### src/hdl/ibc_pkg.sv
// Package with constants for the ISA bus cycle control block.
package ibc_pkg;
  // Register byte offsets on the Avalon-MM slave.
  localparam logic [3:0] REG_CLOCK_CTRL_OFS = 4'h0;
  localparam logic [3:0] REG_SYS_CTRL_OFS   = 4'h4;
  localparam logic [3:0] REG_STATUS_OFS     = 4'h8;
  localparam logic [3:0] REG_DMA_REQ_OFS    = 4'hC;
  // Clock control register fields.
  localparam int CLOCK_CONTROL_REGISTER_DIV_LSB = 0;
  localparam int CLOCK_CONTROL_REGISTER_SRC_BIT = 2;
  localparam logic [2:0] CLOCK_CONTROL_REGISTER_RESET = 3'h0;
  // System control port fields.
  localparam int SYS_IO_CHECK_EN_BIT = 3;
  localparam int SYS_CHAN_CHECK_BIT  = 6;
  localparam logic [7:0] SYS_CTRL_RESET = 8'h00;
  // Status register fields.
  localparam int STAT_AEN_BIT   = 0;
  localparam int STAT_BALE_BIT  = 1;
  localparam int STAT_NMI_BIT   = 2;
  localparam int STAT_STRAP_BIT = 3;
  localparam int STAT_BUSY_BIT  = 4;
  // Default wait states in bus clock periods; command delays in bus oscillator ticks.
  localparam logic [3:0] WS_CPU_8BIT  = 4'h4;
  localparam logic [3:0] WS_CPU_16BIT = 4'h1;
  localparam logic [3:0] WS_CPU_ROM   = 4'h3;
  localparam logic [3:0] WS_DMA       = 4'h1;
  localparam logic [3:0] CMD_DELAY_ONE = 4'h1;
  localparam logic [3:0] CMD_DELAY_TWO = 4'h2;
  // Cycle kinds requested by the internal sources.
  localparam logic [1:0] KIND_IO8  = 2'h0;
  localparam logic [1:0] KIND_IO16 = 2'h1;
  localparam logic [1:0] KIND_MEM  = 2'h2;
  localparam logic [1:0] KIND_ROM  = 2'h3;
  // Nominal bus oscillator and synchroniser depth.
  localparam int BUS_OSC_MHZ = 16;
  localparam int SYNC_STAGES = 2;
endpackage : ibc_pkg

### src/hdl/ibc_sync.sv
// Two-stage level synchroniser for one asynchronous input.
`timescale 1ns/100ps
module ibc_sync #(
  parameter int           STAGES    = 2,
  parameter logic         RESET_VAL = 1'b0
) (
  // Clock and reset.
  input  wire logic       core_clk_i,
  input  wire logic       rst_i,
  // Data.
  input  wire logic       async_i,
  output logic            sync_o
);
  logic [STAGES-1:0] chain_r;

  // Only the last stage is read, so a metastable first stage never reaches logic.
  always_ff @(posedge core_clk_i or posedge rst_i)
  begin
    if (rst_i)
      chain_r <= {STAGES{RESET_VAL}};
    else
      chain_r <= {chain_r[STAGES-2:0], async_i};
  end

  assign sync_o = chain_r[STAGES-1];
endmodule : ibc_sync

### src/hdl/ibc_clkdiv.sv
// Programmable divider producing the bus clock from the bus oscillator sample.
`timescale 1ns/100ps
module ibc_clkdiv (
  // Clock and reset.
  input  wire logic       core_clk_i,
  input  wire logic       rst_i,
  // Control.
  input  wire logic [1:0] div_sel_i,
  input  wire logic       osc_tick_i,
  // Output.
  output logic            sysclk_o,
  output logic            fall_o
);
  logic [2:0] cnt_r;
  logic [2:0] half_w;

  // Select 0..3 gives divide by 2, 4, 6 and 8; half period is sel plus one.
  assign half_w = {1'b0, div_sel_i} + 3'h1;

  always_ff @(posedge core_clk_i or posedge rst_i)
  begin
    if (rst_i)
    begin
      cnt_r    <= 3'h0;
      sysclk_o <= 1'b0;
      fall_o   <= 1'b0;
    end
    else
    begin
      fall_o <= 1'b0;
      if (osc_tick_i)
      begin
        if (cnt_r + 3'h1 >= half_w)
        begin
          cnt_r    <= 3'h0;
          sysclk_o <= ~sysclk_o;
          fall_o   <= sysclk_o;
        end
        else
          cnt_r <= cnt_r + 3'h1;
      end
    end
  end
endmodule : ibc_clkdiv

### src/hdl/ibc_top.sv
// ISA bus cycle control: address enables, bus clock, DMA inputs, channel check and wait states.
//
// Notes on behaviour
// - Address enable high only while DMA owns bus: hold ack high, master high.
// - Latch enable pulses high at the start of every CPU bus cycle.
// - Latch enable stays high whenever hold acknowledge is high.
// - Bus operations are timed from the bus oscillator input, nominally 16 MHz.
// - Bus clock is the oscillator divided by 2, 4, 6 or 8.
// - With CPU clock source, static oscillator level plus clock control selects divider.
// - Decode enable lets an external 3-to-8 decoder form acknowledges from code pins.
// - Local bus cycle during DMA uses decode enable to latch acknowledges externally.
// - Decode enable polarity follows the flush strap level caught at reset.
// - Asynchronous DMA requests: channels 0-3 for 8-bit, 5-7 for 16-bit.
// - Request channel 4 is internal cascade and never taken from outside.
// - Channel check low with check enable bit 3 clear raises NMI.
// - CPU default waits: four for 8-bit, one for 16-bit, three for ROM.
// - Every DMA transfer cycle gets one default wait state.
// - Ready is only pulled low or released, never driven high.
// - 16-bit I/O with IOCS16 high: convert to 8-bit, extra delay, four waits.
// - 16-bit I/O with IOCS16 low: one wait, one command delay, no conversion.
`timescale 1ns/100ps
module ibc_top (
  // Clock and reset.
  input  wire logic        core_clk_i,
  input  wire logic        rst_i,
  // Avalon-MM slave.
  input  wire logic [3:0]  avs_address_i,
  input  wire logic        avs_read_i,
  input  wire logic        avs_write_i,
  input  wire logic [31:0] avs_writedata_i,
  output logic [31:0]      avs_readdata_o,
  output logic             avs_waitrequest_o,
  // Bus ownership and internal cycle requests.
  input  wire logic        hold_ack_i,
  input  wire logic        master_n_i,
  input  wire logic        cpu_cycle_req_i,
  input  wire logic [1:0]  cpu_cycle_kind_i,
  input  wire logic        dma_cycle_req_i,
  input  wire logic        local_cycle_i,
  input  wire logic [2:0]  dma_ack_code_i,
  // Bus pins.
  input  wire logic        bus_oscillator_in_i,
  input  wire logic        flush_strap_i,
  input  wire logic [7:0]  dma_req_i,
  input  wire logic        io_chan_check_n_i,
  input  wire logic        io_ready_i,
  input  wire logic        iocs16_n_i,
  output logic             aen_o,
  output logic             bale_o,
  output logic             sysclk_o,
  output logic             dma_ack_decode_enable_o,
  output logic             io_ready_o,
  output logic             io_ready_oe_n_o,
  output logic             nmi_o,
  output logic [7:0]       dma_req_sync_o,
  output logic             cycle_done_o,
  output logic             cycle_split_o
);
  //////////////////////////////////////////////////////////////////////////////
  typedef enum logic [3:0] {
    IBC_IDLE  = 4'b0001,
    IBC_DELAY = 4'b0010,
    IBC_WAIT  = 4'b0100,
    IBC_READY = 4'b1000
  } ibc_state_e;

  ibc_state_e  state_r;
  logic [2:0]  clock_control_register_r;
  logic [7:0]  sys_ctrl_r;
  logic        strap_r;
  logic        rst_seen_r;
  logic [3:0]  delay_r;
  logic [3:0]  wait_r;
  logic        is_dma_r;
  logic        osc_q_r;
  logic        osc_tick_w;
  logic        sysclk_w;
  logic        fall_w;
  logic [1:0]  div_sel_w;
  logic [7:0]  drq_w;
  logic        chk_n_w;
  logic        rdy_w;
  logic        iocs16_n_w;
  logic        dma_own_w;
  logic        dk_active_w;
  logic        bus_busy_w;

  //////////////////////////////////////////////////////////////////////////////
  // Inputs that arrive asynchronously are synchronised before any use.
  genvar g;
  generate
    for (g = 0; g < 8; g++)
    begin : g_drq
      if (g == 4)
      begin : g_cascade
        assign drq_w[g] = 1'b0;
      end
      else
      begin : g_pin
        ibc_sync #(.STAGES(ibc_pkg::SYNC_STAGES), .RESET_VAL(1'b0)) u_sync (
          .core_clk_i (core_clk_i),
          .rst_i      (rst_i),
          .async_i    (dma_req_i[g]),
          .sync_o     (drq_w[g])
        );
      end
    end
  endgenerate

  ibc_sync #(.STAGES(ibc_pkg::SYNC_STAGES), .RESET_VAL(1'b1)) u_chk_sync (
    .core_clk_i (core_clk_i),
    .rst_i      (rst_i),
    .async_i    (io_chan_check_n_i),
    .sync_o     (chk_n_w)
  );

  ibc_sync #(.STAGES(ibc_pkg::SYNC_STAGES), .RESET_VAL(1'b1)) u_rdy_sync (
    .core_clk_i (core_clk_i),
    .rst_i      (rst_i),
    .async_i    (io_ready_i),
    .sync_o     (rdy_w)
  );

  ibc_sync #(.STAGES(ibc_pkg::SYNC_STAGES), .RESET_VAL(1'b1)) u_cs_sync (
    .core_clk_i (core_clk_i),
    .rst_i      (rst_i),
    .async_i    (iocs16_n_i),
    .sync_o     (iocs16_n_w)
  );

  //////////////////////////////////////////////////////////////////////////////
  // Bus clock from the bus oscillator; a stalled oscillator pin stands for a static level.
  logic osc_sync_w;
  ibc_sync #(.STAGES(ibc_pkg::SYNC_STAGES), .RESET_VAL(1'b0)) u_osc_sync (
    .core_clk_i (core_clk_i),
    .rst_i      (rst_i),
    .async_i    (bus_oscillator_in_i),
    .sync_o     (osc_sync_w)
  );

  always_ff @(posedge core_clk_i or posedge rst_i)
  begin
    if (rst_i)
      osc_q_r <= 1'b0;
    else
      osc_q_r <= osc_sync_w;
  end

  // With the CPU clock as source, ticks come every core clock and the oscillator level with clock control bit 1 picks the ratio.
  assign osc_tick_w = clock_control_register_r[ibc_pkg::CLOCK_CONTROL_REGISTER_SRC_BIT] ? 1'b1
                    : (osc_sync_w & ~osc_q_r);
  assign div_sel_w  = clock_control_register_r[ibc_pkg::CLOCK_CONTROL_REGISTER_SRC_BIT]
                    ? {clock_control_register_r[ibc_pkg::CLOCK_CONTROL_REGISTER_DIV_LSB + 1], osc_sync_w}
                    : clock_control_register_r[ibc_pkg::CLOCK_CONTROL_REGISTER_DIV_LSB +: 2];

  ibc_clkdiv u_div (
    .core_clk_i (core_clk_i),
    .rst_i      (rst_i),
    .div_sel_i  (div_sel_w),
    .osc_tick_i (osc_tick_w),
    .sysclk_o   (sysclk_w),
    .fall_o     (fall_w)
  );

  //////////////////////////////////////////////////////////////////////////////
  // Strap is caught by a clocked process on the first edge after reset release.
  always_ff @(posedge core_clk_i or posedge rst_i)
  begin
    if (rst_i)
    begin
      strap_r    <= 1'b1;
      rst_seen_r <= 1'b0;
    end
    else if (!rst_seen_r)
    begin
      strap_r    <= flush_strap_i;
      rst_seen_r <= 1'b1;
    end
  end

  //////////////////////////////////////////////////////////////////////////////
  // Cycle timer: command delay, then wait states counted on bus clock falls.
  assign bus_busy_w = (state_r != IBC_IDLE);

  always_ff @(posedge core_clk_i or posedge rst_i)
  begin
    if (rst_i)
    begin
      state_r       <= IBC_IDLE;
      delay_r       <= 4'h0;
      wait_r        <= 4'h0;
      is_dma_r      <= 1'b0;
      cycle_done_o  <= 1'b0;
      cycle_split_o <= 1'b0;
    end
    else
    begin
      cycle_done_o <= 1'b0;
      case (state_r)
        IBC_IDLE:
        begin
          if (dma_cycle_req_i && dma_own_w && !cycle_done_o)
          begin
            is_dma_r      <= 1'b1;
            delay_r       <= ibc_pkg::CMD_DELAY_ONE;
            wait_r        <= ibc_pkg::WS_DMA;
            cycle_split_o <= 1'b0;
            state_r       <= IBC_DELAY;
          end
          else if (cpu_cycle_req_i && !hold_ack_i && !cycle_done_o)
          begin
            is_dma_r <= 1'b0;
            state_r  <= IBC_DELAY;
            case (cpu_cycle_kind_i)
              ibc_pkg::KIND_IO16:
              begin
                if (iocs16_n_w)
                begin
                  delay_r       <= ibc_pkg::CMD_DELAY_TWO;
                  wait_r        <= ibc_pkg::WS_CPU_8BIT;
                  cycle_split_o <= 1'b1;
                end
                else
                begin
                  delay_r       <= ibc_pkg::CMD_DELAY_ONE;
                  wait_r        <= ibc_pkg::WS_CPU_16BIT;
                  cycle_split_o <= 1'b0;
                end
              end
              ibc_pkg::KIND_MEM:
              begin
                delay_r       <= ibc_pkg::CMD_DELAY_ONE;
                wait_r        <= ibc_pkg::WS_CPU_16BIT;
                cycle_split_o <= 1'b0;
              end
              ibc_pkg::KIND_ROM:
              begin
                delay_r       <= ibc_pkg::CMD_DELAY_ONE;
                wait_r        <= ibc_pkg::WS_CPU_ROM;
                cycle_split_o <= 1'b0;
              end
              default:
              begin
                delay_r       <= ibc_pkg::CMD_DELAY_ONE;
                wait_r        <= ibc_pkg::WS_CPU_8BIT;
                cycle_split_o <= 1'b0;
              end
            endcase
          end
        end
        IBC_DELAY:
        begin
          if (osc_tick_w)
          begin
            if (delay_r <= 4'h1)
              state_r <= IBC_WAIT;
            delay_r <= delay_r - 4'h1;
          end
        end
        IBC_WAIT:
        begin
          if (fall_w)
          begin
            if (wait_r <= 4'h1)
              state_r <= IBC_READY;
            wait_r <= wait_r - 4'h1;
          end
        end
        IBC_READY:
        begin
          // A peripheral holding ready low stretches the cycle here.
          if (rdy_w)
          begin
            cycle_done_o <= 1'b1;
            state_r      <= IBC_IDLE;
          end
        end
        default:
          state_r <= IBC_IDLE;
      endcase
    end
  end

  //////////////////////////////////////////////////////////////////////////////
  // Bus control outputs.
  assign dma_own_w   = hold_ack_i && master_n_i;
  assign dk_active_w = (dma_own_w && (state_r == IBC_DELAY)) || (dma_own_w && local_cycle_i);

  always_ff @(posedge core_clk_i or posedge rst_i)
  begin
    if (rst_i)
    begin
      aen_o                   <= 1'b0;
      bale_o                  <= 1'b0;
      sysclk_o                <= 1'b0;
      dma_ack_decode_enable_o <= 1'b0;
      io_ready_o              <= 1'b0;
      io_ready_oe_n_o         <= 1'b1;
      nmi_o                   <= 1'b0;
      dma_req_sync_o          <= 8'h00;
    end
    else
    begin
      aen_o    <= dma_own_w;
      // Pulse on a newly taken CPU cycle; forced high throughout hold acknowledge.
      bale_o   <= hold_ack_i || (cpu_cycle_req_i && (state_r == IBC_IDLE) && !cycle_done_o);
      sysclk_o <= sysclk_w;
      // Codes on dma_ack_code_i are valid at DMA cycle start; external decoder also
      // keeps acknowledges latched across local bus cycles, which fences other I/O off.
      dma_ack_decode_enable_o <= strap_r ? dk_active_w : ~dk_active_w;
      // Only ever drives low; released otherwise.
      io_ready_o      <= 1'b0;
      io_ready_oe_n_o <= ~(is_dma_r && bus_busy_w && (state_r != IBC_READY));
      nmi_o           <= !chk_n_w && !sys_ctrl_r[ibc_pkg::SYS_IO_CHECK_EN_BIT];
      dma_req_sync_o  <= drq_w;
    end
  end

  //////////////////////////////////////////////////////////////////////////////
  // Avalon-MM slave: one wait cycle, answer on the second edge.
  logic pend_r;

  always_ff @(posedge core_clk_i or posedge rst_i)
  begin
    if (rst_i)
    begin
      pend_r                   <= 1'b0;
      avs_waitrequest_o        <= 1'b1;
      avs_readdata_o           <= 32'h0000_0000;
      clock_control_register_r <= ibc_pkg::CLOCK_CONTROL_REGISTER_RESET;
      sys_ctrl_r               <= ibc_pkg::SYS_CTRL_RESET;
    end
    else
    begin
      avs_waitrequest_o <= 1'b1;
      pend_r            <= 1'b0;
      if ((avs_read_i || avs_write_i) && !pend_r && avs_waitrequest_o)
      begin
        pend_r            <= 1'b1;
        avs_waitrequest_o <= 1'b0;
        if (avs_write_i)
        begin
          case (avs_address_i)
            ibc_pkg::REG_CLOCK_CTRL_OFS: clock_control_register_r <= avs_writedata_i[2:0];
            ibc_pkg::REG_SYS_CTRL_OFS:   sys_ctrl_r <= avs_writedata_i[7:0];
            default: ;
          endcase
          avs_readdata_o <= 32'h0000_0000;
        end
        else
        begin
          case (avs_address_i)
            ibc_pkg::REG_CLOCK_CTRL_OFS: avs_readdata_o <= {29'h0, clock_control_register_r};
            ibc_pkg::REG_SYS_CTRL_OFS:
              avs_readdata_o <= {24'h0, sys_ctrl_r[7], chk_n_w, sys_ctrl_r[5:0]};
            ibc_pkg::REG_STATUS_OFS:
              avs_readdata_o <= {27'h0, bus_busy_w, strap_r, nmi_o, bale_o, aen_o};
            ibc_pkg::REG_DMA_REQ_OFS: avs_readdata_o <= {24'h0, drq_w};
            default: avs_readdata_o <= 32'h0000_0000;
          endcase
        end
      end
    end
  end
endmodule : ibc_top

### config.mk
export PLATFORM = sky130hd
export DESIGN_NAME = ibc_top
export DESIGN_NICKNAME = d
export VERILOG_FILES = /design/src/hdl/ibc_pkg.sv /design/src/hdl/ibc_sync.sv /design/src/hdl/ibc_clkdiv.sv /design/src/hdl/ibc_top.sv
export SDC_FILE = /design/constraint.sdc
export NUM_CORES = 1
export LEC_CHECK = 0
export BUFFER_PORTS_ARGS = -buffer_cell sky130_fd_sc_hd__buf_2
export CAP_MARGIN = 20
export CORE_MARGIN = 4
export CORE_UTILIZATION = 50
export DETAILED_ROUTE_END_ITERATION = 10
export GPL_TIMING_DRIVEN = 1
export PLACE_DENSITY_LB_ADDON = 0.1
export REMOVE_ABC_BUFFERS = 1
export SLEW_MARGIN = 20
export SYNTH_ARGS = -nofsm -noshare
export SYNTH_HDL_FRONTEND = slang
export SYNTH_SLANG_ARGS = --single-unit
### constraint.sdc
create_clock -name core_clk_i -period 5.6 [get_ports core_clk_i]
set_input_delay 0.84 -clock core_clk_i [delete_from_list [all_inputs] [get_ports core_clk_i]]
set_output_delay 0.84 -clock core_clk_i [all_outputs]
set_load 0.02 [all_outputs]
* Word level (Yosys, flattened, before mapping)
Index checks and enable logic that the tools add are counted.
** Storage, ports and cells
- Bits in registers :: 103
- Input bits :: 63
- Output and inout port bits :: 50
- Logic and storage cells :: 136
** Operators by class
- Add/subtract/negate cells :: 4
- Magnitude comparators :: 3
- Equal/unequal tests :: 18
- Multiplexer cells :: 38
- Bitwise logic cells :: 5
- Reduce and logical (&&, ||, !) cells :: 33
** Operators with widths (number)
- $mux W4 :: 14
- $pmux W8 S4 :: 1
- $pmux W4 S2 :: 2
- $pmux W4 S4 :: 1
- $mux W1 :: 15
- $logic_and A1 B1 Y1 :: 14
- $eq A4 B4 Y1 const B :: 3
- $pmux W4 S3 :: 1
- $reduce_and A3 Y1 :: 4
- $eq A4 B3 Y1 const B :: 2
- $le A4 B1 Y1 const B :: 2
- $mux W8 :: 1
- $sub A4 B1 Y4 const B :: 2
- $mux W3 :: 2
- $ne A2 B2 Y1 const B :: 3
- $reduce_and A6 Y1 :: 1
- $reduce_bool A2 Y1 :: 3
- $logic_not A1 Y1 :: 5
- $eq A2 B2 Y1 const B :: 2
- $eq A4 B1 Y1 const B :: 1
- $eq A4 B2 Y1 const B :: 1
- $logic_not A4 Y1 :: 1
- $ne A2 B1 Y1 const B :: 2
- $ne A4 B1 Y1 const B :: 1
- 11 further kinds :: 17

* Logic depth before layout (Yosys ltp)
Gate-level depths: netlist (run 1).
- Depth in word-level cells :: 6
- Gate-level depth with buffers :: 9
- Depth with buffers taken out :: 9

* Cells and area by module
Synthesis (run 1) repeated with hierarchy kept, for this count alone.
** Second synthesis, totals
- Cell total of the unflattened synthesis :: 288
- Area total of the unflattened synthesis :: 3542.1 µm²
** Modules (own cells, without submodules)
- ibc_top :: instances 1, cells each 223, area each 2626.3 µm², seq. area each 1281.2 µm²
- ibc_sync (g_drq[0].g_pin.u_sync ...) :: instances 8, cells each 3, area each 53.8 µm², seq. area each 50.0 µm²
- ibc_clkdiv :: instances 1, cells each 32, area each 316.6 µm², seq. area each 125.1 µm²
- ibc_sync (u_chk_sync ...) :: instances 3, cells each 3, area each 56.3 µm², seq. area each 52.6 µm²

* Worst setup path before layout (run 1)
No wires, ideal clock.
- Kind :: input-to-reg
- Start :: input avs_address_i[2]
- End :: register sys_ctrl_r[0]
- Library setup time :: 0.125 ns
- Data arrival time :: 1.919 ns
- Data required time :: 5.475 ns
- Slack :: 3.557 ns
- Stages on the path :: 4
- Buffers on the path :: 1
- Cells stage by stage :: clkbuf_1 -> nor2b_1 -> nand3_1 -> mux2_2
** On the way
- Cells in the longest elaborated chain, start to end :: 2
** Ends and longest elaborated chain
- from (decl) :: RTL line ibc_top.sv:27 : input wire logic [3:0] avs_address_i,
- $eq A4 B3 Y1 :: RTL line ibc_top.sv:343 : case (avs_address_i)
- $reduce_and A3 Y1 (no source line)
- to (signal assigned) :: RTL line ibc_top.sv:331 : sys_ctrl_r <= ibc_pkg::SYS_CTRL_RESET;
- to (signal assigned) :: RTL line ibc_top.sv:345 : ibc_pkg::REG_SYS_CTRL_OFS: sys_ctrl_r <= avs_writedata_i[7:0];
- to (decl) :: RTL line ibc_top.sv:69 : logic [7:0] sys_ctrl_r;
Every way passes these cells.
A chain may end at the register's enable or synchronous reset.

* Worst setup path in the final report (run 1)
- Start :: register clock_control_register_r[2]
- End :: register u_div.fall_o
** On the way
- Cells in the longest elaborated chain, start to end :: 5
- Elaborated cells between the ends (all ways) :: 6
- Classes of those cells :: add/sub: 1; order compare: 1; mux: 4
** Ends and longest elaborated chain
- from (decl) :: RTL line ibc_top.sv:68 : logic [2:0] clock_control_register_r;
- from (signal assigned) :: RTL line ibc_top.sv:330 : clock_control_register_r <= ibc_pkg::CLOCK_CONTROL_REGISTER_RESET;
- from (signal assigned) :: RTL line ibc_top.sv:344 : ibc_pkg::REG_CLOCK_CTRL_OFS: clock_control_register_r <= avs_writedata_i[2:0];
- $mux W1 :: RTL line ibc_top.sv:153 : ? {clock_control_register_r[ibc_pkg::CLOCK_CONTROL_REGISTER_DIV_LSB + 1], osc_sync_w}
- $add A2 B1 Y3 :: RTL line ibc_clkdiv.sv:18 : assign half_w = {1'b0, div_sel_i} + 3'h1;
- $ge A3 B3 Y1 :: RTL line ibc_clkdiv.sv:33 : if (cnt_r + 3'h1 >= half_w)
- $mux W1 :: RTL line ibc_clkdiv.sv:33
- $mux W1 (*) :: RTL line ibc_clkdiv.sv:31 : if (osc_tick_i)
- to (signal assigned) :: RTL line ibc_clkdiv.sv:37 : fall_o <= sysclk_o;
- to (decl) :: RTL line ibc_clkdiv.sv:12 : output logic fall_o
Every way passes the cells marked *; elsewhere a longest branch is shown, timed or not.

==> flow_summary.json, run 1 <==
{
  "rrSetupSlack_ps": 3410,
  "area_growth_pct": 16.0,
  "cts_tree": "done",
  "critPathTopFamily": "adder cells",
  "num_antenna_cells": 0,
  "relSlewSlack": 0.468,
  "drt-initial-drc-count": 64,
  "via_per_inst": 5.12,
  "cts_hold_buf": 0,
  "netlist_area_sq_um": 3330,
  "place_area_sq_um": 3600,
  "fin_nets": 397,
  "cp.required_ps": 5840,
  "syn_area_per_cell_sq_um": 12.9,
  "yosysWarnings": 0,
  "timing.rr.start": "clock_control_register_r[2]",
  "end_kind": "register",
  "crit_buf_inv": 2,
  "critPathSlowestCell": "dfrtp_1",
  "cp_cell_sequence": "mux2i_1 -> inv_1 -> ha_1 -> inv_1 -> ha_1 -> a21o_1 -> a21oi_1 -> nor2_1 -> and2_1",
  "power_density_nw_per_um2": 467,
  "post-cts-setup-buffers": 0,
  "start_util": 0.519,
  "hold_end": "u_osc_sync.chain_r[1]",
  "seq_area_sq_um": 1960,
  "dieArea_sq_um": 8030,
  "clk_latency_ps": 350,
  "reg2reg_to": "u_div.fall_o",
  "vias": 2083,
  "fillers": 538,
  "utilization": 0.602,
  "min_path_type": "reg -> reg",
  "skew_ps": 13.0,
  "status": "completed",
  "cp-start-kind": "register",
  "worst_pin_slew_ps": 796,
  "synth-async-reset-ratio": 1.00,
  "setup_viol": 0,
  "final_max_slew_viol_count": 0,
  "ctsRootBufferMaster": "clkbuf_8",
  "synth_seq_area_share": 0.590,
  "maxCapViolations": 0,
  "cts_num_sinks": 78,
  "crit_fanout": 6,
  "overflow": 0,
  "routed_wl_microns": 6080,
  "p_leak_nw": 1.90,
  "hold_ws_ps": 346,
  "synth_seq_cells": 78,
  "final_common_cell": "dfrtp_1",
  "drive_gt1_frac": 0.324,
  "synthCells": 259,
  "fin_area_sq_um": 3860,
  "multi_input_comb_area_sq_um": 1210,
  "synth_ff_type": "dfrtp_1",
  "worst-path-stages": 9,
  "num_rows": 29,
  "die_y_microns": 89.6,
  "clockBufferDepth": 2,
  "ir_drop_v": 0.000227,
  "postRouteAntennaNets": 0,
  "rsz0062_at_grt": "no",
  "grt_max_degree": 79,
  "crit_start": "clock_control_register_r[2]",
  "hold_violations": 0,
  "die_x_microns": 89.6,
  "wl_per_cell_microns": 14.9,
  "drc": 0,
  "ios": 113,
  "fin_tns_setup_ps": 0,
  "portBuffers": 57,
  "numCtsBuffers": 9,
  "cts-htree-levels": 3,
  "rr_worst_depth": 9,
  "fmax_mhz": 458,
  "path_clk_slew_ps": 70,
  "synth.distinct_cells": 54,
  "first_pass_iters": 4,
  "hold_path_startpoint": "u_osc_sync.chain_r[0]",
  "worstSetupPathType": "reg -> reg",
  "whs_path_depth": 0,
  "place.gp.congestion": 0.791,
  "arrival_ps": 2420,
  "cts.repair.resized": 0,
  "coreArea_sq_um": 6420,
  "final_cell_mix": "dfrtp_1, buf_2, conb_1",
  "critPathMaxStageDelay_ps": 460,
  "grt_pass1_vias": 2004,
  "place_hpwl_microns": 4330,
  "fin_crit_sh": 0.390,
  "antenna_found_initial": 0,
  "min_period_ps": 2190,
  "globalRouteTotalUtil": 0.165,
  "synth-edff-count": 0,
  "grt_pass1_wl_microns": 9680
}
==> routing by layer <==
metal | vias up | global-route usage | wire length, microns | part of all wire
met5 | - | 0 | 0 | 0
met4 | 0 | 0.0650 | 87 | 0.014
met3 | 8 | 0.0566 | 404 | 0.066
met2 | 65 | 0.245 | 2850 | 0.47
met1 | 1020 | 0.224 | 2740 | 0.45
li1 | 990 | - | - | -
==> cell families (layout without fill, tap and decap cells) <==
family	Yosys count	after routing	share of synthesized area
and+or+nand+nor	59	59	0.106
other	2	27	0.00225
DFF	78	78	0.590
buffers and inverters	40	86	0.0755
adders and majority gates	9	9	0.0338
xor gates and xnor gates	6	6	0.0158
muxes	21	21	0.0793
AOI/OAI and AO/OA	44	44	0.0980
==> where the power goes <==
| part | internal [mW] | switching [mW] | total, mW | leakage (nW) |
|---|---|---|---|---|
| registers | 0.693 | 0.0916 | 0.784 | 0.953 |
| clock network | 0.297 | 0.196 | 0.492 | 0.111 |
| logic | 0.231 | 0.295 | 0.526 | 0.838 |
| total | 1.22 | 0.583 | 1.80 | 1.90 |
==> flip-flops by register name (all words and copies together), names as in the netlist, 2 cells and up <==
register                    cells
avs_readdata_o                  8
clock_control_register_r        3
delay_r                         4
dma_req_sync_o                  7
g_drq.g_pin.u_sync.chain_r     14
state_r                         4
sys_ctrl_r                      7
u_chk_sync.chain_r              2
u_cs_sync.chain_r               2
u_div.cnt_r                     3
u_osc_sync.chain_r              2
u_rdy_sync.chain_r              2
wait_r                          4
==> how the worst max path moves through the flow <==
| stage | slack (ps) | end |
|---|---|---|
| 2_1_floorplan | 2780 | aen_o |
| 3_3_place_gp | 3360 | sys_ctrl_r[0] |
| 3_5_place_dp | 3320 | sys_ctrl_r[3] |
| 4_1_cts | 3400 | u_div.fall_o |
| 5_1_grt | 3210 | u_div.fall_o |
| 6_report | 3410 | u_div.fall_o |
==> stage by stage <==
| step | setup WS, ps | power (mW) | std cells |
|---|---|---|---|
| global route | 3210 | 1.94 | 407 |
| floorplan | 2780 | 1.18 | 255 |
| global placement | 3360 | 1.31 | 390 |
| finish | 3410 | 1.80 | 407 |
| detailed placement | 3320 | 1.32 | 390 |
| CTS | 3400 | 1.83 | 406 |
==> cell usage after synthesis (all sizes together), types with 2 or more instances <==
library cell | number | area share
dfrtp | 68 | 0.51
mux2 | 13 | 0.044
xor2 | 5 | 0.013
nor3 | 3 | 0.0045
nand2 | 15 | 0.017
nor4 | 2 | 0.0083
clkbuf | 2 | 0.0023
nor3b | 2 | 0.0045
o21ai | 12 | 0.019
and2 | 3 | 0.0056
a31o | 2 | 0.0053
nor2 | 12 | 0.014
nand3 | 3 | 0.0045
nand2b | 5 | 0.010
nor4b | 4 | 0.014
nor2b | 3 | 0.0056
o31ai | 3 | 0.0068
buf | 27 | 0.061
a21o | 3 | 0.0068
a22o | 5 | 0.013
mux4 | 3 | 0.020
inv | 11 | 0.012
mux2i | 5 | 0.015
a211oi | 2 | 0.0045
a21oi | 3 | 0.0045
dfstp | 10 | 0.079
nand3b | 2 | 0.0045
conb | 2 | 0.0023
o21a | 2 | 0.0045
ha | 9 | 0.034
==> cell type report <==
| cell class | instances | share of cell area |
|---|---|---|
| Inverter | 11 | 0.0107 |
| Timing Repair Buffer | 59 | 0.0829 |
| Clock buffer | 12 | 0.0350 |
| Sequential cell | 78 | 0.508 |
| Multi-Input combinational cell | 166 | 0.313 |
| Clock inverter | 4 | 0.0253 |
| Tap cell | 77 | 0.0249 |
No activity file was read; power rests on OpenSTA's default activity.
==> inputs of run 2 (changes only) <==
Settings changed: ABC_AREA set to 1, CORE_UTILIZATION 50 to 45.
Clock period 5.6 ns to 1.8 ns, I/O delays scaled along.
==> run 2 against run 1 <==
  * The run now ends with hold timing, setup timing left
  * Global-route usage decreased by 0.59 points
  * Clock-buffer cell count shrank 2
  * Die area up 14%
  * Core utilization decreased by 3.3 points
  * Largest power group is now combinational logic
  * Highest routed layer unchanged
==> flow_summary.json, run 2 <==
{
  "status": "finished, violations left",
  "violations": "hold timing, setup timing",
  "critPathSlowestCell": "dfrtp_1",
  "dp_cells": 534,
  "synth-async-reset-ratio": 1.00,
  "grt_max_degree": 79,
  "synth_seq_area_share": 0.569,
  "synth.distinct_cells": 25,
  "die_x_microns": 95.6,
  "synth_ff_type": "dfrtp_1",
  "yosys-top-cells-count": "nand2_1, dfrtp_1, inv_1",
  "clk_latency_ps": 350,
  "antenna_found_initial": 0,
  "end_kind": "register",
  "synth-edff-count": 0,
  "grt_pass1_wl_microns": 11000,
  "cts-htree-levels": 3,
  "cp.required_ps": 2040,
  "cp-start-kind": "register",
  "seq_area_sq_um": 1960,
  "power_density_nw_per_um2": 1540,
  "worstSetupPathType": "reg -> reg",
  "top_register": "g_drq.g_pin.u_sync.chain_r",
  "place_ws_ps": -448,
  "cp_cell_sequence": "or2_4 -> o21ai_4 -> inv_2 -> ha_4 -> inv_4 -> ha_4 -> nand2_2 -> o211ai_1 -> buf_4 -> nand2_2 -> nor2_2 -> nor2_1",
  "setup_viol": 5,
  "fin_crit_sh": 1.09,
  "hold_violations": 20,
  "skew_ps": 6.91,
  "drc": 0,
  "fin_tns_setup_ps": -606,
  "num_antenna_cells": 0,
  "postRouteAntennaNets": 0,
  "num_rows": 31,
  "rr_worst_depth": 12,
  "overflow": 0,
  "vias": 2542,
  "final.setup.worst_slack_ps": -163,
  "ios": 113,
  "dieArea_sq_um": 9140,
  "area_growth_pct": 21.3,
  "die_y_microns": 95.6,
  "rrSetupSlack_ps": -160,
  "portBuffers": 57,
  "ctsRootBufferMaster": "clkbuf_8",
  "critPathTopFamily": "adder cells",
  "ir_drop_v": 0.000957,
  "hold_ws_ps": -8.22,
  "final_cell_mix": "nand2_1, dfrtp_1, buf_2",
  "crit_fanout": 4,
  "synthCells": 376,
  "synth_seq_cells": 78,
  "timing.rr.start": "u_osc_sync.chain_r[1]",
  "synth_top_area_cell": "dfrtp_1",
  "path_clk_slew_ps": 80,
  "final_max_slew_viol_count": 0,
  "critPathMaxStageDelay_ps": 390,
  "crit_buf_inv": 3,
  "min_period_ps": 1960,
  "synthTopCellsByArea": "dfrtp_1, nand2_1, dfstp_2, buf_4, inv_1",
  "cts_tree": "done",
  "min_path_type": "in -> async",
  "fin_nets": 528,
  "place_hpwl_microns": 4890,
  "syn_area_per_cell_sq_um": 9.18,
  "multi_input_comb_area_sq_um": 1250,
  "p_leak_nw": 2.24,
  "cts_num_sinks": 78,
  "arrival_ps": 2200,
  "drt-initial-drc-count": 166,
  "fmax_mhz": 509,
  "coreArea_sq_um": 7370,
  "via_per_inst": 4.54,
  "clockBufferDepth": 2,
  "globalRouteTotalUtil": 0.159,
  "fillers": 670,
  "crit_start": "u_osc_sync.chain_r[1]",
  "maxCapViolations": 0,
  "synth_top_area_frac": 0.493,
  "final_common_cell": "nand2_1",
  "first_pass_iters": 5,
  "top_regs": "g_drq.g_pin.u_sync.chain_r (14), avs_readdata_o (8)",
  "yosysWarnings": 0,
  "drive_gt1_frac": 0.265,
  "grt_pass1_vias": 2297,
  "wl_per_cell_microns": 12.2,
  "largest_reg_flops": 14,
  "start_util": 0.468,
  "routed_wl_microns": 6850,
  "netlist_area_sq_um": 3450,
  "rsz0062_at_grt": "yes",
  "fin_cells": 560,
  "numCtsBuffers": 9,
  "place.gp.congestion": 0.813,
  "reg2reg_to": "u_div.sysclk_o",
  "synth_most_common_cell": "nand2_1"
}
run 2: final cells by class:
class,instances,share of cell area
repair buffers,74,0.104
multi-input cells,246,0.299
clock inverters,6,0.0224
clock buffers,10,0.0329
well taps,99,0.0296
flip-flops and latches,78,0.469
inverters,47,0.0430
run 2: logic make-up after synthesis:
logic type | synth area share
compound gates | 0.0729
xor+xnor | 0.00761
fa+ha+maj | 0.0326
buf+inv | 0.116
flops | 0.569
mux | 0.00326
other cells | 0.00218
simple gates | 0.196
run 2: per-layer routing:
layer / vias up / GRT usage / wire (microns)
li1: 1292 / - / -
met1: 1171 / 0.230 / 3200
met2: 70 / 0.233 / 3180
met3: 9 / 0.0339 / 375
met4: 0 / 0.0640 / 93
met5: - / 0 / 0
run 2: report_power, final:
part           switching [mW]  internal, mW
Combinational            1.48          1.08
Clock                   0.656         0.828
Sequential              0.226          2.16
run 2: worst register-to-register path, stage by stage (launching register included):
cell and delay (ps):
dfrtp_1 390, or2_4 260, o21ai_4 60, inv_2 60
ha_4 270, inv_4 30, ha_4 260, nand2_2 40
o211ai_1 140, buf_4 160, nand2_2 50, nor2_2 90
nor2_1 50
run 2: through the flow:
step / util / power [mW] / cell area, sq um
2_1_floorplan: - / 3.80 / 3320
3_3_place_gp: 0.515 / 4.31 / 3800
3_5_place_dp: 0.515 / 4.38 / 3800
4_1_cts: 0.560 / 6.21 / 4130
5_1_grt: 0.568 / 6.95 / 4190
6_report: 0.568 / 6.43 / 4190
run 2: worst max path at each step:
stage	cells past startpoint	to	slack (ps)
2_1_floorplan	1	aen_o	-450
3_3_place_gp	11	u_div.sysclk_o	-320
3_5_place_dp	11	u_div.sysclk_o	-450
4_1_cts	12	u_div.sysclk_o	-210
5_1_grt	12	u_div.sysclk_o	-290
6_report	12	u_div.sysclk_o	-160
run 2: what timing repair did:
| item | 4_1_cts | 5_1_grt |
|---|---|---|
| pin swaps | 5 | 6 |
| resized for setup | 9 | 11 |
| hold endpoints to repair | 2 | 1 |
| setup buffers | 6 | 1 |
| hold buffers | 2 | 1 |
| setup endpoints to repair | 5 | 5 |
